<file path="config.mk">
export PLATFORM = sky130hd
export DESIGN_NAME = scd_go_control
export DESIGN_NICKNAME = d
export VERILOG_FILES = /design/src/common/scd_pkg.sv /design/src/scd_clock_divider.sv /design/src/scd_go_control.sv
export VERILOG_INCLUDE_DIRS = /design/src /design/src/common
export SDC_FILE = /design/constraint.sdc
export NUM_CORES = 1
export LEC_CHECK = 0
export ABC_AREA = 0
export BUFFER_PORTS_ARGS = -buffer_cell sky130_fd_sc_hd__buf_2
export CAP_MARGIN = 20
export CORE_MARGIN = 4
export CORE_UTILIZATION = 42
export CTS_BUF_LIST = sky130_fd_sc_hd__clkbuf_16
export DETAILED_ROUTE_END_ITERATION = 8
export PLACE_DENSITY = 0.79
export SLEW_MARGIN = 10
export SYNTH_ARGS = -nofsm -noshare
export SYNTH_HDL_FRONTEND = slang
export SYNTH_HIERARCHICAL = 1
export SYNTH_SLANG_ARGS = --single-unit
</file>
<file path="constraint.sdc">
create_clock -name clk -period 2.7 [get_ports clk]
set_clock_uncertainty 0.1 [all_clocks]
set_input_delay 0 -clock clk [delete_from_list [all_inputs] [get_ports clk]]
set_output_delay 0 -clock clk [all_outputs]
set_load 0.005 [all_outputs]
</file>
<file path="src/common/scd_defines.svh">
// scd_defines.svh: full register addresses, field positions and reset values of the divider controller
// assumes inclusion by the design files and the test bench by bare name
`ifndef SCD_DEFINES_SVH
`define SCD_DEFINES_SVH

`define SCD_ADDR_DIV1        32'h029C0118
`define SCD_ADDR_CMD         32'h029C0138
`define SCD_ADDR_STAT        32'h029C013C
`define SCD_ADDR_ALN         32'h029C0140
`define SCD_ADDR_CHG         32'h029C0144

`define SCD_DIV_EN_BIT       15
`define SCD_RATIO_MSB        4
`define SCD_RATIO_W          5
`define SCD_RATIO_DIV2       5'h01
`define SCD_RATIO_DIV5       5'h04
`define SCD_DIV_EN_RST       1'h1
`define SCD_RATIO_RST        5'h01
`define SCD_ALN_RST          1'h1
`define SCD_CMD_RST          1'h0

`endif

</file>
<file path="src/common/scd_pkg.sv">
// scd_pkg.sv: types shared by the divider controller files
// assumes scd_defines.svh is visible on the include path
package scd_pkg;
    typedef enum logic [1:0] {
        SCD_IDLE  = 2'b00,
        SCD_APPLY = 2'b01,
        SCD_DONE  = 2'b10
    } scd_go_state_t;
endpackage : scd_pkg

</file>
<file path="src/scd_clock_divider.sv">
// scd_clock_divider.sv: divides the reference clock by 2 or 5
// assumes the reference clock arrives as clk; output is a registered level
`timescale 1ns/1ps
`include "scd_defines.svh"
module scd_clock_divider
    import scd_pkg::*;
(
    input  wire logic                    clk,
    input  wire logic                    reset_n,
    input  wire logic                    enable,
    input  wire logic [`SCD_RATIO_W-1:0] ratio,
    input  wire logic                    restart,
    output logic                         derivedClock
);
    logic [2:0] count_reg;
    logic [2:0] count_next;
    logic       out_reg;
    logic       out_next;

    // terminal count: five cycles per period for code 4h, two for any other code
    function automatic logic [2:0] lastCount(input logic [`SCD_RATIO_W-1:0] r);
        lastCount = (r == `SCD_RATIO_DIV5) ? 3'h4 : 3'h1;
    endfunction : lastCount

    // count through one period; high for the first half, rounded down
    always_comb
    begin
        count_next = count_reg;
        out_next   = out_reg;
        if (!enable)
        begin
            count_next = 3'h0; // disabled: no output clock
            out_next   = 1'b0;
        end
        else if (restart || count_reg >= lastCount(ratio))
        begin
            count_next = 3'h0;
            out_next   = 1'b1; // aligned period start
        end
        else
        begin
            count_next = count_reg + 3'h1;
            out_next   = ((count_reg + 3'h1) < ((lastCount(ratio) + 3'h1) >> 1));
        end
    end

    // register the divider state
    always_ff @(posedge clk or negedge reset_n)
    begin
        if (!reset_n)
        begin
            count_reg <= 3'h0;
            out_reg   <= 1'b0;
        end
        else
        begin
            count_reg <= count_next;
            out_reg   <= out_next;
        end
    end

    assign derivedClock = out_reg;

    stays_low_a: assert property (@(posedge clk) disable iff (!reset_n)
        !enable ##1 !enable |-> !derivedClock)
        else $error("clock runs while disabled");
endmodule : scd_clock_divider

</file>
<file path="src/scd_go_control.sv">
// scd_go_control.sv: register port, go sequencer and divider of the secondary clock controller
// assumes a synchronous single-cycle register port on the reference clock clk
//
// Overview of operation
// - divider enable bit 15 gates the derived clock output
// - ratio code 1h divides by two, 4h by five, others reserved; the divider divides by two for every code other than 4h
// - reserved bits read zero and writes to them change nothing
// - a write of one to go bit starts a go unless one is in its apply cycle; bit stays set
// - writing zero to go bit only clears it
// - go-in-progress reads one while a go is underway, through its apply and done cycles, whether or not the ratio changes
// - without alignment a flagged ratio switches right after go
// - with alignment go realigns the clock and loads the held ratio
// - writing a different ratio sets the ratio-changed flag
// - go changes the ratio only when the flag is one
// - divider runs from the reference clock and drives derived clock
`timescale 1ns/1ps
`include "scd_defines.svh"
module scd_go_control
    import scd_pkg::*;
(
    input  wire logic        clk,
    input  wire logic        reset_n,
    input  wire logic [31:0] regAddr,
    input  wire logic        regWrite,
    input  wire logic        regRead,
    input  wire logic [31:0] regWdata,
    output logic      [31:0] regRdata,
    output logic             derivedClock
);
    logic                    divEn_reg, divEn_next;
    logic [`SCD_RATIO_W-1:0] ratio_reg, ratio_next;
    logic [`SCD_RATIO_W-1:0] active_reg, active_next;
    logic                    goBit_reg, goBit_next;
    logic                    align_reg, align_next;
    logic                    changed_reg, changed_next;
    logic [31:0]             rdata_reg, rdata_next;
    scd_go_state_t           state_reg, state_next;
    logic                    goStart;
    logic                    restart;
    logic                    busy;

    // address match helper
    function automatic logic hit(input logic [31:0] a, input logic [31:0] b);
        hit = (a == b);
    endfunction : hit

    assign goStart = regWrite && hit(regAddr, `SCD_ADDR_CMD) && regWdata[0];
    assign busy    = (state_reg != SCD_IDLE);

    // register writes and go sequencing
    always_comb
    begin
        divEn_next   = divEn_reg;
        ratio_next   = ratio_reg;
        active_next  = active_reg;
        goBit_next   = goBit_reg;
        align_next   = align_reg;
        changed_next = changed_reg;
        state_next   = state_reg;
        restart      = 1'b0;
        if (regWrite && hit(regAddr, `SCD_ADDR_DIV1))
        begin
            divEn_next = regWdata[`SCD_DIV_EN_BIT];
            ratio_next = regWdata[`SCD_RATIO_MSB:0];
            if (regWdata[`SCD_RATIO_MSB:0] != ratio_reg)
                changed_next = 1'b1;
        end
        if (regWrite && hit(regAddr, `SCD_ADDR_CMD))
            goBit_next = regWdata[0]; // zero only clears
        if (regWrite && hit(regAddr, `SCD_ADDR_ALN))
            align_next = regWdata[0];
        case (state_reg)
            SCD_IDLE:
            begin
                if (goStart)
                    state_next = SCD_APPLY;
            end
            SCD_APPLY:
            begin
                if (changed_reg || align_reg)
                begin
                    active_next = ratio_reg;
                    restart     = align_reg;
                end
                if (changed_reg && !(regWrite && hit(regAddr, `SCD_ADDR_DIV1)
                    && regWdata[`SCD_RATIO_MSB:0] != ratio_reg))
                    changed_next = 1'b0; // new write wins over clear
                state_next = SCD_DONE;
            end
            SCD_DONE:
            begin
                state_next = goStart ? SCD_APPLY : SCD_IDLE;
            end
            default:
            begin
                state_next = SCD_IDLE;
            end
        endcase
    end

    // read mux; reserved bits return zero
    always_comb
    begin
        rdata_next = 32'h00000000;
        if (regRead)
        begin
            case (regAddr)
                `SCD_ADDR_DIV1: rdata_next = {16'h0000, divEn_reg, 10'h000, ratio_reg};
                `SCD_ADDR_CMD:  rdata_next = {31'h00000000, goBit_reg};
                `SCD_ADDR_STAT: rdata_next = {31'h00000000, busy};
                `SCD_ADDR_ALN:  rdata_next = {31'h00000000, align_reg};
                `SCD_ADDR_CHG:  rdata_next = {31'h00000000, changed_reg};
                default:        rdata_next = 32'h00000000;
            endcase
        end
    end

    // state registers
    always_ff @(posedge clk or negedge reset_n)
    begin
        if (!reset_n)
        begin
            divEn_reg   <= `SCD_DIV_EN_RST;
            ratio_reg   <= `SCD_RATIO_RST;
            active_reg  <= `SCD_RATIO_RST;
            goBit_reg   <= `SCD_CMD_RST;
            align_reg   <= `SCD_ALN_RST;
            changed_reg <= 1'b0;
            state_reg   <= SCD_IDLE;
            rdata_reg   <= 32'h00000000;
        end
        else
        begin
            divEn_reg   <= divEn_next;
            ratio_reg   <= ratio_next;
            active_reg  <= active_next;
            goBit_reg   <= goBit_next;
            align_reg   <= align_next;
            changed_reg <= changed_next;
            state_reg   <= state_next;
            rdata_reg   <= rdata_next;
        end
    end

    assign regRdata = rdata_reg;

    // divider on the reference clock
    scd_clock_divider scd_clock_divider_i (
        .clk          (clk),
        .reset_n      (reset_n),
        .enable       (divEn_reg),
        .ratio        (active_reg),
        .restart      (restart),
        .derivedClock (derivedClock)
    );

    // go sequencing: busy only through the apply and done cycles
    go_busy_a: assert property (@(posedge clk) disable iff (!reset_n)
        (!busy && goStart) |=> busy ##1 busy)
        else $error("go not busy");
    busy_drop_a: assert property (@(posedge clk) disable iff (!reset_n)
        (state_reg == SCD_DONE && !goStart) |=> !busy)
        else $error("busy held after go");
    idle_stays_a: assert property (@(posedge clk) disable iff (!reset_n)
        (!busy && !goStart) |=> !busy)
        else $error("busy without go");
    go_ends_a: assert property (@(posedge clk) disable iff (!reset_n)
        (!busy && goStart) |-> ##[1:4] !busy)
        else $error("go never ends");
    go_sticky_a: assert property (@(posedge clk) disable iff (!reset_n)
        goStart |=> goBit_reg)
        else $error("go bit not kept");
    zero_write_a: assert property (@(posedge clk) disable iff (!reset_n)
        (regWrite && regAddr == `SCD_ADDR_CMD && !regWdata[0]) |=> !goBit_reg
        && !(state_reg == SCD_APPLY && $past(state_reg) == SCD_IDLE))
        else $error("zero write acted");

    // ratio-changed flag: set by a new ratio, cleared only by an apply
    flag_set_a: assert property (@(posedge clk) disable iff (!reset_n)
        (regWrite && regAddr == `SCD_ADDR_DIV1 && regWdata[4:0] != ratio_reg)
        |=> changed_reg)
        else $error("ratio change not flagged");
    flag_hold_a: assert property (@(posedge clk) disable iff (!reset_n)
        (changed_reg && state_reg != SCD_APPLY) |=> changed_reg)
        else $error("flag lost outside apply");
    flag_clear_a: assert property (@(posedge clk) disable iff (!reset_n)
        (state_reg == SCD_APPLY && changed_reg && !regWrite) |=> !changed_reg)
        else $error("flag kept after apply");

    // ratio loading and realignment in the apply cycle
    no_change_a: assert property (@(posedge clk) disable iff (!reset_n)
        (state_reg == SCD_APPLY && !changed_reg && !align_reg) |=> $stable(active_reg))
        else $error("ratio changed without flag");
    apply_new_a: assert property (@(posedge clk) disable iff (!reset_n)
        (state_reg == SCD_APPLY && changed_reg) |=> active_reg == $past(ratio_reg))
        else $error("new ratio not applied");
    align_load_a: assert property (@(posedge clk) disable iff (!reset_n)
        (state_reg == SCD_APPLY && align_reg) |=> active_reg == $past(ratio_reg))
        else $error("held ratio not loaded");
    align_start_a: assert property (@(posedge clk) disable iff (!reset_n)
        (state_reg == SCD_APPLY && align_reg && divEn_reg) |=> derivedClock)
        else $error("clock not realigned");

    // divider register fields take the written bits
    en_write_a: assert property (@(posedge clk) disable iff (!reset_n)
        (regWrite && regAddr == `SCD_ADDR_DIV1) |=> divEn_reg == $past(regWdata[`SCD_DIV_EN_BIT]))
        else $error("enable write lost");
    ratio_write_a: assert property (@(posedge clk) disable iff (!reset_n)
        (regWrite && regAddr == `SCD_ADDR_DIV1) |=> ratio_reg == $past(regWdata[4:0]))
        else $error("ratio write lost");

    // reserved bits of the read data
    rsvd_zero_a: assert property (@(posedge clk) disable iff (!reset_n)
        $past(regRead) && $past(regAddr) == `SCD_ADDR_STAT |-> regRdata[31:1] == 31'h0)
        else $error("reserved bits nonzero");
    bit_rsvd_a: assert property (@(posedge clk) disable iff (!reset_n)
        $past(regRead) && ($past(regAddr) == `SCD_ADDR_CMD
        || $past(regAddr) == `SCD_ADDR_ALN || $past(regAddr) == `SCD_ADDR_CHG)
        |-> regRdata[31:1] == 31'h0)
        else $error("single-bit register reserved bits nonzero");
    div_rsvd_a: assert property (@(posedge clk) disable iff (!reset_n)
        $past(regRead) && $past(regAddr) == `SCD_ADDR_DIV1
        |-> regRdata[31:16] == 16'h0000 && regRdata[14:5] == 10'h000)
        else $error("divider reserved bits nonzero");
endmodule : scd_go_control

</file>
==> results.tsv, run 1 <==
metric	value	unit
status	complete, no violations	
critPathLaunch	active_reg[4]	
slew_viol_final	0	
num_rows	22	
max-cap-violations	0	
grt_setup_unrepaired	no	
synthesis.instances	136	
routed_wirelength	2.920	mm
place_ws	0.6393	ns
clk_latency	0.25	ns
start_kind	flip-flop	
syn_area_per_cell	11.71	sq um
grt_pass1_vias	1188	
p_leak	1.000	nW
power_density	400.7	nW/um^2
worst_slack	0.5578	ns
postCtsSetupBuffers	0	
min_to	regRdata[0]	
nets	270	
routabilityCongestion	0.7730	
p_int	0.6273	mW
ys_seq_elements	26	
critPathKind	reg -> reg	
fmax	466.8	MHz
placedCellCount	231	
synth-main-ff-cell	dfrtp_1	
r2r_setup_slack	0.56	ns
reg2reg_to	scd_clock_divider_i/count_reg[2]	
arrival	2.23	ns
fin_crit_sh	0.7934	
final_cells	244	
antenna_found_initial	0	
p_sw_frac	0.2016	
mappedNetlistArea	1593	sq um
hpwl	2.241	mm
ys_top_cells_by_count	buf_4 (26), dfrtp_1 (22), mux2_2 (8)	
cp_max_fo	4	
io_pins	101	
grt.total_usage	0.1246	
p_seq_frac	0.496	
numCtsBuffers	3	
cts_tree	done	
post-synth-top-area-fraction	0.3456	
core_area	3661	sq um
finalPower	0.7857	mW
ys_types	39	
vias	1141	
drc	0	
diodes	0	
max-vdd-ir-drop	0.2225	mV
drive_gt1_frac	0.3929	
ys_seq_area_frac	0.4116	
gr-total-overflow	0	
post_drt_wl_per_cell	11.97	um
critPathRequiredTime	2.79	ns
ctsHtreeMaxLevel	1	
drt_first_pass_iters	4	
syn2layout_area_growth	23.09	%
cp-end-kind	flip-flop	
largest_reg_flops	6	
synthArstFlopShare	1.000	
hold_depth	5	
avgViaCountPerCell	4.676	
layout_min_cycle_time	2.142	ns
clk_pin_slew	0.06	ns
hold_path_class	in -> reg	
cts.sinks	26	
setup_viol	0	
ys_warn_count	6	
port_buffers	48	
cts-root-buf	clkbuf_16	
relSlewSlack	0.6266	
die_y	69.58	um
combPwrFrac	0.100	
power.switching	0.1584	mW
r2r_start	active_reg[4]	
dieArea	4841	sq um
grt_max_degree	27	
drtIter0Drc	45	
hp-start	regAddr[29]	
worstRegToRegCells	6	
synthTopCellsByArea	dfrtp_1 (35%), buf_4 (12%), dfstp_2 (6.6%), mux2_2 (5.7%), mux2_4 (5.7%)	
pwr-share-clk	0.404	
start_util	0.4351	
netlist.top_cell.by_area	dfrtp_1	
drtAntennaViolNets	0	
cts.path.max_buffers	2	
hold_viol	0	
die_w	69.58	um
fin_tns_setup	0	ns
grt_first_pass_wirelength	5.009	mm
synth_edf_count	0	
worstMarginPinSlew	0.5602	ns
synth.most_common_cell	buf_4	
-- final cells by class --
class	instances	area, sq um
multi-input combinational	103	813.3
tap	48	60.06
inverter	6	22.52
sequential	26	655.6
fill	316	1700
clock inverter	1	3.754
clock buffer	3	75.07
timing repair buffer	57	330.3
-- layout by cell type (no fill, tap or decap), drive strengths merged --
| cell type | synthesis | routed |
|---|---|---|
| dfrtp | 22 | 22 |
| a22o | 1 | 1 |
| xor2 | 4 | 4 |
| a211o | 1 | 1 |
| buf | 26 | 48 |
| nand4b | 1 | 1 |
| a31oi | 1 | 1 |
| nand3b | 2 | 2 |
| conb | 1 | 26 |
| a21boi | 1 | 1 |
| nand2b | 3 | 3 |
| nor4 | 4 | 4 |
| inv | 6 | 6 |
| nor2 | 6 | 6 |
| o2111ai | 1 | 1 |
| o21ai | 1 | 1 |
| nor3 | 5 | 5 |
| xnor2 | 2 | 2 |
| clkinv | 0 | 1 |
| and4bb | 2 | 2 |
| dlygate4sd3 | 0 | 9 |
| mux2 | 14 | 14 |
| and4 | 3 | 3 |
| nor4b | 4 | 4 |
| and2 | 6 | 6 |
| nor4bb | 1 | 1 |
| or3b | 1 | 1 |
| ha | 5 | 5 |
| nand4 | 2 | 2 |
| o21a | 1 | 1 |
| nand3 | 2 | 2 |
| nand2 | 2 | 2 |
| dfstp | 4 | 4 |
| clkbuf | 0 | 3 |
| or4 | 1 | 1 |
-- power by group through the flow --
| stage | logic (mW) | registers (mW) | clock network [mW] |
|---|---|---|---|
| after floorplan | 0.0506 | 0.397 | 0 |
| after global placement | 0.0671 | 0.397 | 0 |
| after detailed placement | 0.0682 | 0.397 | 0 |
| after CTS | 0.0785 | 0.390 | 0.321 |
| after global routing | 0.0885 | 0.390 | 0.338 |
| final | 0.0786 | 0.390 | 0.317 |
-- what timing repair did --
item / 4_1_cts / 5_1_grt
hold buffers: 9 / 0
gates resized for setup: 0 / 0
endpoints found under the hold margin: 32 / 0
-- metal layers --
metal,vias up,wire length (um),part of all wire,global-route usage
li1,550,-,-,-
met1,546,1099,0.38,0.1422
met4,0,62,0.021,0.04989
met5,-,0,0,0
met2,39,1581,0.54,0.2278
met3,6,177,0.061,0.02174
-- how the worst max path moves through the flow --
| stage | cells past startpoint | slack (ns) | to |
|---|---|---|---|
| floorplan | 6 | 0.79 | scd_clock_divider_i/count_reg[2] |
| global placement | 6 | 0.66 | scd_clock_divider_i/count_reg[2] |
| detailed placement | 6 | 0.64 | scd_clock_divider_i/count_reg[2] |
| finish | 6 | 0.56 | scd_clock_divider_i/count_reg[2] |
| CTS | 6 | 0.58 | scd_clock_divider_i/count_reg[2] |
| global route | 6 | 0.43 | scd_clock_divider_i/count_reg[2] |
-- critical path, stage by stage (launching register included) --
cell	delay [ns]
dfrtp_1	0.37
nand2b_1	0.13
or4_1	0.50
ha_1	0.31
nand2b_1	0.15
o21ai_1	0.27
and4_2	0.26
-- cell families (layout without fill, tap and decap cells) --
kind of cell / after synthesis / after routing / synth area share
xor+xnor: 6 / 6 / 0.03299
compound gates: 7 / 7 / 0.03300
simple gates: 45 / 45 / 0.2310
other cells: 1 / 26 / 0.002354
fa+ha+maj: 5 / 5 / 0.03928
buf+inv: 32 / 67 / 0.1367
mux: 14 / 14 / 0.1131
flops: 26 / 26 / 0.4116
-- stage by stage --
stage / area [sq um] / hold WS, ns / util
2_1_floorplan: 1687 / -0.3956 / -
3_3_place_gp: 1792 / -0.07917 / 0.4894
3_5_place_dp: 1792 / -0.07943 / 0.4894
4_1_cts: 1961 / 0.08120 / 0.5355
5_1_grt: 1961 / 0.1089 / 0.5355
6_report: 1961 / 0.08067 / 0.5355
No activity file was read; power rests on OpenSTA's default activity.
==> run 2: changes to the inputs <==
Settings changed: ABC_AREA 0 to 1, CORE_UTILIZATION 42 to 41, PLACE_DENSITY 0.79 to 0.77.
Clock period 2.7 ns to 1.8 ns, I/O delays scaled along.
==> results.tsv, run 2 <==
metric	value	unit	change
fillers	436		was 316
r2r_start	active_reg[1]		was active_reg[4]
diodes	0		unchanged
numCtsBuffers	3		unchanged
setup_viol	0		unchanged
cts-root-buf	clkbuf_16		unchanged
arrival	1.74	ns	was 2.23 ns
start_kind	flip-flop		unchanged
max-cap-violations	0		unchanged
ys_seq_elements	26		unchanged
worstPathCellList	nor3_2 -> nand3b_1 -> ha_1 -> nor2_1 -> nand2_1 -> nand2_2 -> nand2_2 -> nor2_1 -> nor2_1		was nand2b_1 -> or4_1 -> ha_1 -> nand2b_1 -> o21ai_1 -> and4_2
grt.total_usage	0.1352		was 0.1246
grt_max_degree	27		unchanged
worst_path_max_delay_cell	dfrtp_1		was or4_1
drc	0		unchanged
hold_viol	0		unchanged
crit_path_max_incr_delay	0.39	ns	was 0.50 ns
fin_crit_sh	0.9402		was 0.7934
critPathRequiredTime	1.84	ns	was 2.79 ns
cp-end-kind	flip-flop		unchanged
drt_first_pass_iters	4		unchanged
p_leak	1.247	nW	was 1.000 nW
die_y	75.88	um	was 69.58 um
hp-start	regAddr[7]		was regAddr[29]
crit_path_frequent_cell	nor2_1		was nand2b_1
ys_top_cells_by_count	nand2_1 (64), inv_1 (41), nor2_1 (40)		was buf_4 (26), dfrtp_1 (22), mux2_2 (8)
die_w	75.88	um	was 69.58 um
cts.path.max_buffers	2		unchanged
grt_first_pass_wirelength	6.099	mm	was 5.009 mm
ctsHtreeMaxLevel	1		unchanged
synth_edf_count	0		unchanged
power_density	589.5	nW/um^2	was 400.7 nW/um^2
slew_viol_final	0		unchanged
post-synth-top-area-fraction	0.2914		was 0.3456
vias	1610		was 1141
io_pins	101		unchanged
critPathKind	reg -> reg		unchanged
ys_seq_area_frac	0.3470		was 0.4116
layout_commonest_cell	nand2_1		was buf_2
fin_tns_setup	0	ns	unchanged
grt_setup_unrepaired	no		unchanged
num_rows	24		was 22
nets	397		was 270
worstMarginPinSlew	0.5579	ns	was 0.5602 ns
grt_pass1_vias	1503		was 1188
max-vdd-ir-drop	0.3477	mV	was 0.2225 mV
mappedNetlistArea	1889	sq um	was 1593 sq um
port_buffers	48		unchanged
fmax	590.9	MHz	was 466.8 MHz
synth-main-ff-cell	dfrtp_1		unchanged
cp_max_fo	3		was 4
ys_types	26		was 39
avgViaCountPerCell	4.293		was 4.676
gr-total-overflow	0		unchanged
synthTopCellsByArea	dfrtp_1 (29%), nand2_1 (13%), buf_4 (10%), inv_1 (8.1%), nor2_1 (7.9%)		was dfrtp_1 (35%), buf_4 (12%), dfstp_2 (6.6%), mux2_2 (5.7%), mux2_4 (5.7%)
syn2layout_area_growth	22.32	%	was 23.09%
min_to	align_reg		was regRdata[0]
synth.most_common_cell	nand2_1		was buf_4
cts.sinks	26		unchanged
synthArstFlopShare	1.000		unchanged
hpwl	3.002	mm	was 2.241 mm
relSlewSlack	0.6281		was 0.6266
synthesis.instances	261		was 136
drive_gt1_frac	0.2632		was 0.3929
netlist.top_cell.by_area	dfrtp_1		unchanged
clk_latency	0.26	ns	was 0.25 ns
dieArea	5758	sq um	was 4841 sq um
post_drt_wl_per_cell	9.888	um	was 11.97 um
final_cells	375		was 244
reg2reg_to	scd_clock_divider_i/derivedClock		was scd_clock_divider_i/count_reg[2]
worstRegToRegCells	9		was 6
clk_pin_slew	0.06	ns	about the same
r2r_setup_slack	0.11	ns	was 0.56 ns
critPathLaunch	active_reg[1]		was active_reg[4]
cts_tree	done		unchanged
drtIter0Drc	60		was 45
start_util	0.4280		was 0.4351
hold_path_class	in -> reg		unchanged
place_ws	0.1004	ns	was 0.6393 ns
antenna_found_initial	0		unchanged
placedCellCount	360		was 231
ys_warn_count	6		unchanged
syn_area_per_cell	7.239	sq um	was 11.71 sq um
layout_min_cycle_time	1.692	ns	was 2.142 ns
worst_slack	0.1077	ns	was 0.5578 ns
hold_depth	7		was 5
largest_reg_flops	6		unchanged
routabilityCongestion	0.8012		was 0.7730
routed_wirelength	3.708	mm	was 2.920 mm
drtAntennaViolNets	0		unchanged
status	complete, no violations		unchanged
core_area	4414	sq um	was 3661 sq um
layout_common_cells	nand2_1 (64), buf_2 (48), inv_1 (41), nor2_1 (40), conb_1 (26)		was buf_2 (48), conb_1 (26), dfrtp_1 (22), dlygate4sd3_1 (9), mux2_2 (8)
==> run 2: layout make-up <==
type | instances | area [sq um] | share of cell area
clock inverters | 1 | 30.03 | 0.01299
multi-input cells | 192 | 979.7 | 0.4239
repair buffers | 59 | 347.8 | 0.1505
well taps | 52 | 65.06 | 0.02815
inverters | 42 | 157.7 | 0.06822
clock buffers | 3 | 75.07 | 0.03249
flip-flops and latches | 26 | 655.6 | 0.2837
==> run 2: cells by family (layout without fill, tap and decap cells) <==
| logic type | after synthesis | count (layout) | share of synthesized area |
|---|---|---|---|
| AOI/OAI and AO/OA | 5 | 5 | 0.01523 |
| other | 1 | 26 | 0.001985 |
| buffers and inverters | 68 | 105 | 0.1868 |
| and+or+nand+nor | 152 | 152 | 0.3960 |
| muxes | 1 | 1 | 0.005960 |
| DFF | 26 | 26 | 0.3470 |
| adders and majority gates | 5 | 5 | 0.03311 |
| xor gates and xnor gates | 3 | 3 | 0.01391 |
==> run 2: critical path, delay by kind of cell (launching register included) <==
kind | cells | cell delay, ns
AND/OR/NAND/NOR | 8 | 0.77
adder cells (fa/ha/maj) | 1 | 0.31
flip-flops | 1 | 0.39
==> run 2: power breakdown <==
| group | switching (mW) | internal (mW) | leakage, nW |
|---|---|---|---|
| Clock | 0.188 | 0.442 | 0.0511 |
| Combinational | 0.0832 | 0.0642 | 0.852 |
| Sequential | 0.00000000169 | 0.585 | 0.344 |
| Total | 0.271 | 1.09 | 1.25 |
==> run 2: worst max-delay path by stage <==
| stage | end | slack [ns] | depth (start not counted) |
|---|---|---|---|
| global placement | scd_clock_divider_i/derivedClock | 0.11 | 9 |
| floorplan | scd_clock_divider_i/derivedClock | 0.24 | 9 |
| global route | scd_clock_divider_i/derivedClock | 0.03 | 9 |
| detailed placement | scd_clock_divider_i/derivedClock | 0.10 | 9 |
| CTS | scd_clock_divider_i/derivedClock | 0.06 | 9 |
| finish | scd_clock_divider_i/derivedClock | 0.11 | 9 |
==> run 2: what timing repair did <==
action / CTS / global route
hold buffers: 10 / 0
hold endpoints to repair: 32 / 0
pin swaps: 1 / 2
setup buffers: 1 / 0
setup endpoints to repair: 1 / 1
resized for setup: 0 / 1
==> run 2: per-stage QoR <==
step                      instance area, sq um  hold WS [ns]  power (mW)    util
final                                     2311       0.08007       1.362  0.5235
after global routing                      2311        0.1023       1.421  0.5235
after CTS                                 2306       0.07022       1.379  0.5224
after detailed placement                  2093      -0.06578      0.7278  0.4742
after global placement                    2093      -0.08060      0.7240  0.4742
after floorplan                           1983       -0.3956      0.6945       -
==> run 2: routing by layer <==
metal  wire [um]  GRT usage  vias up
met5           0          0        -
met4           6   0.005825        0
met3         222    0.03562        2
met2        2039     0.2709       33
met1        1440     0.1467      721
li1            -          -      854
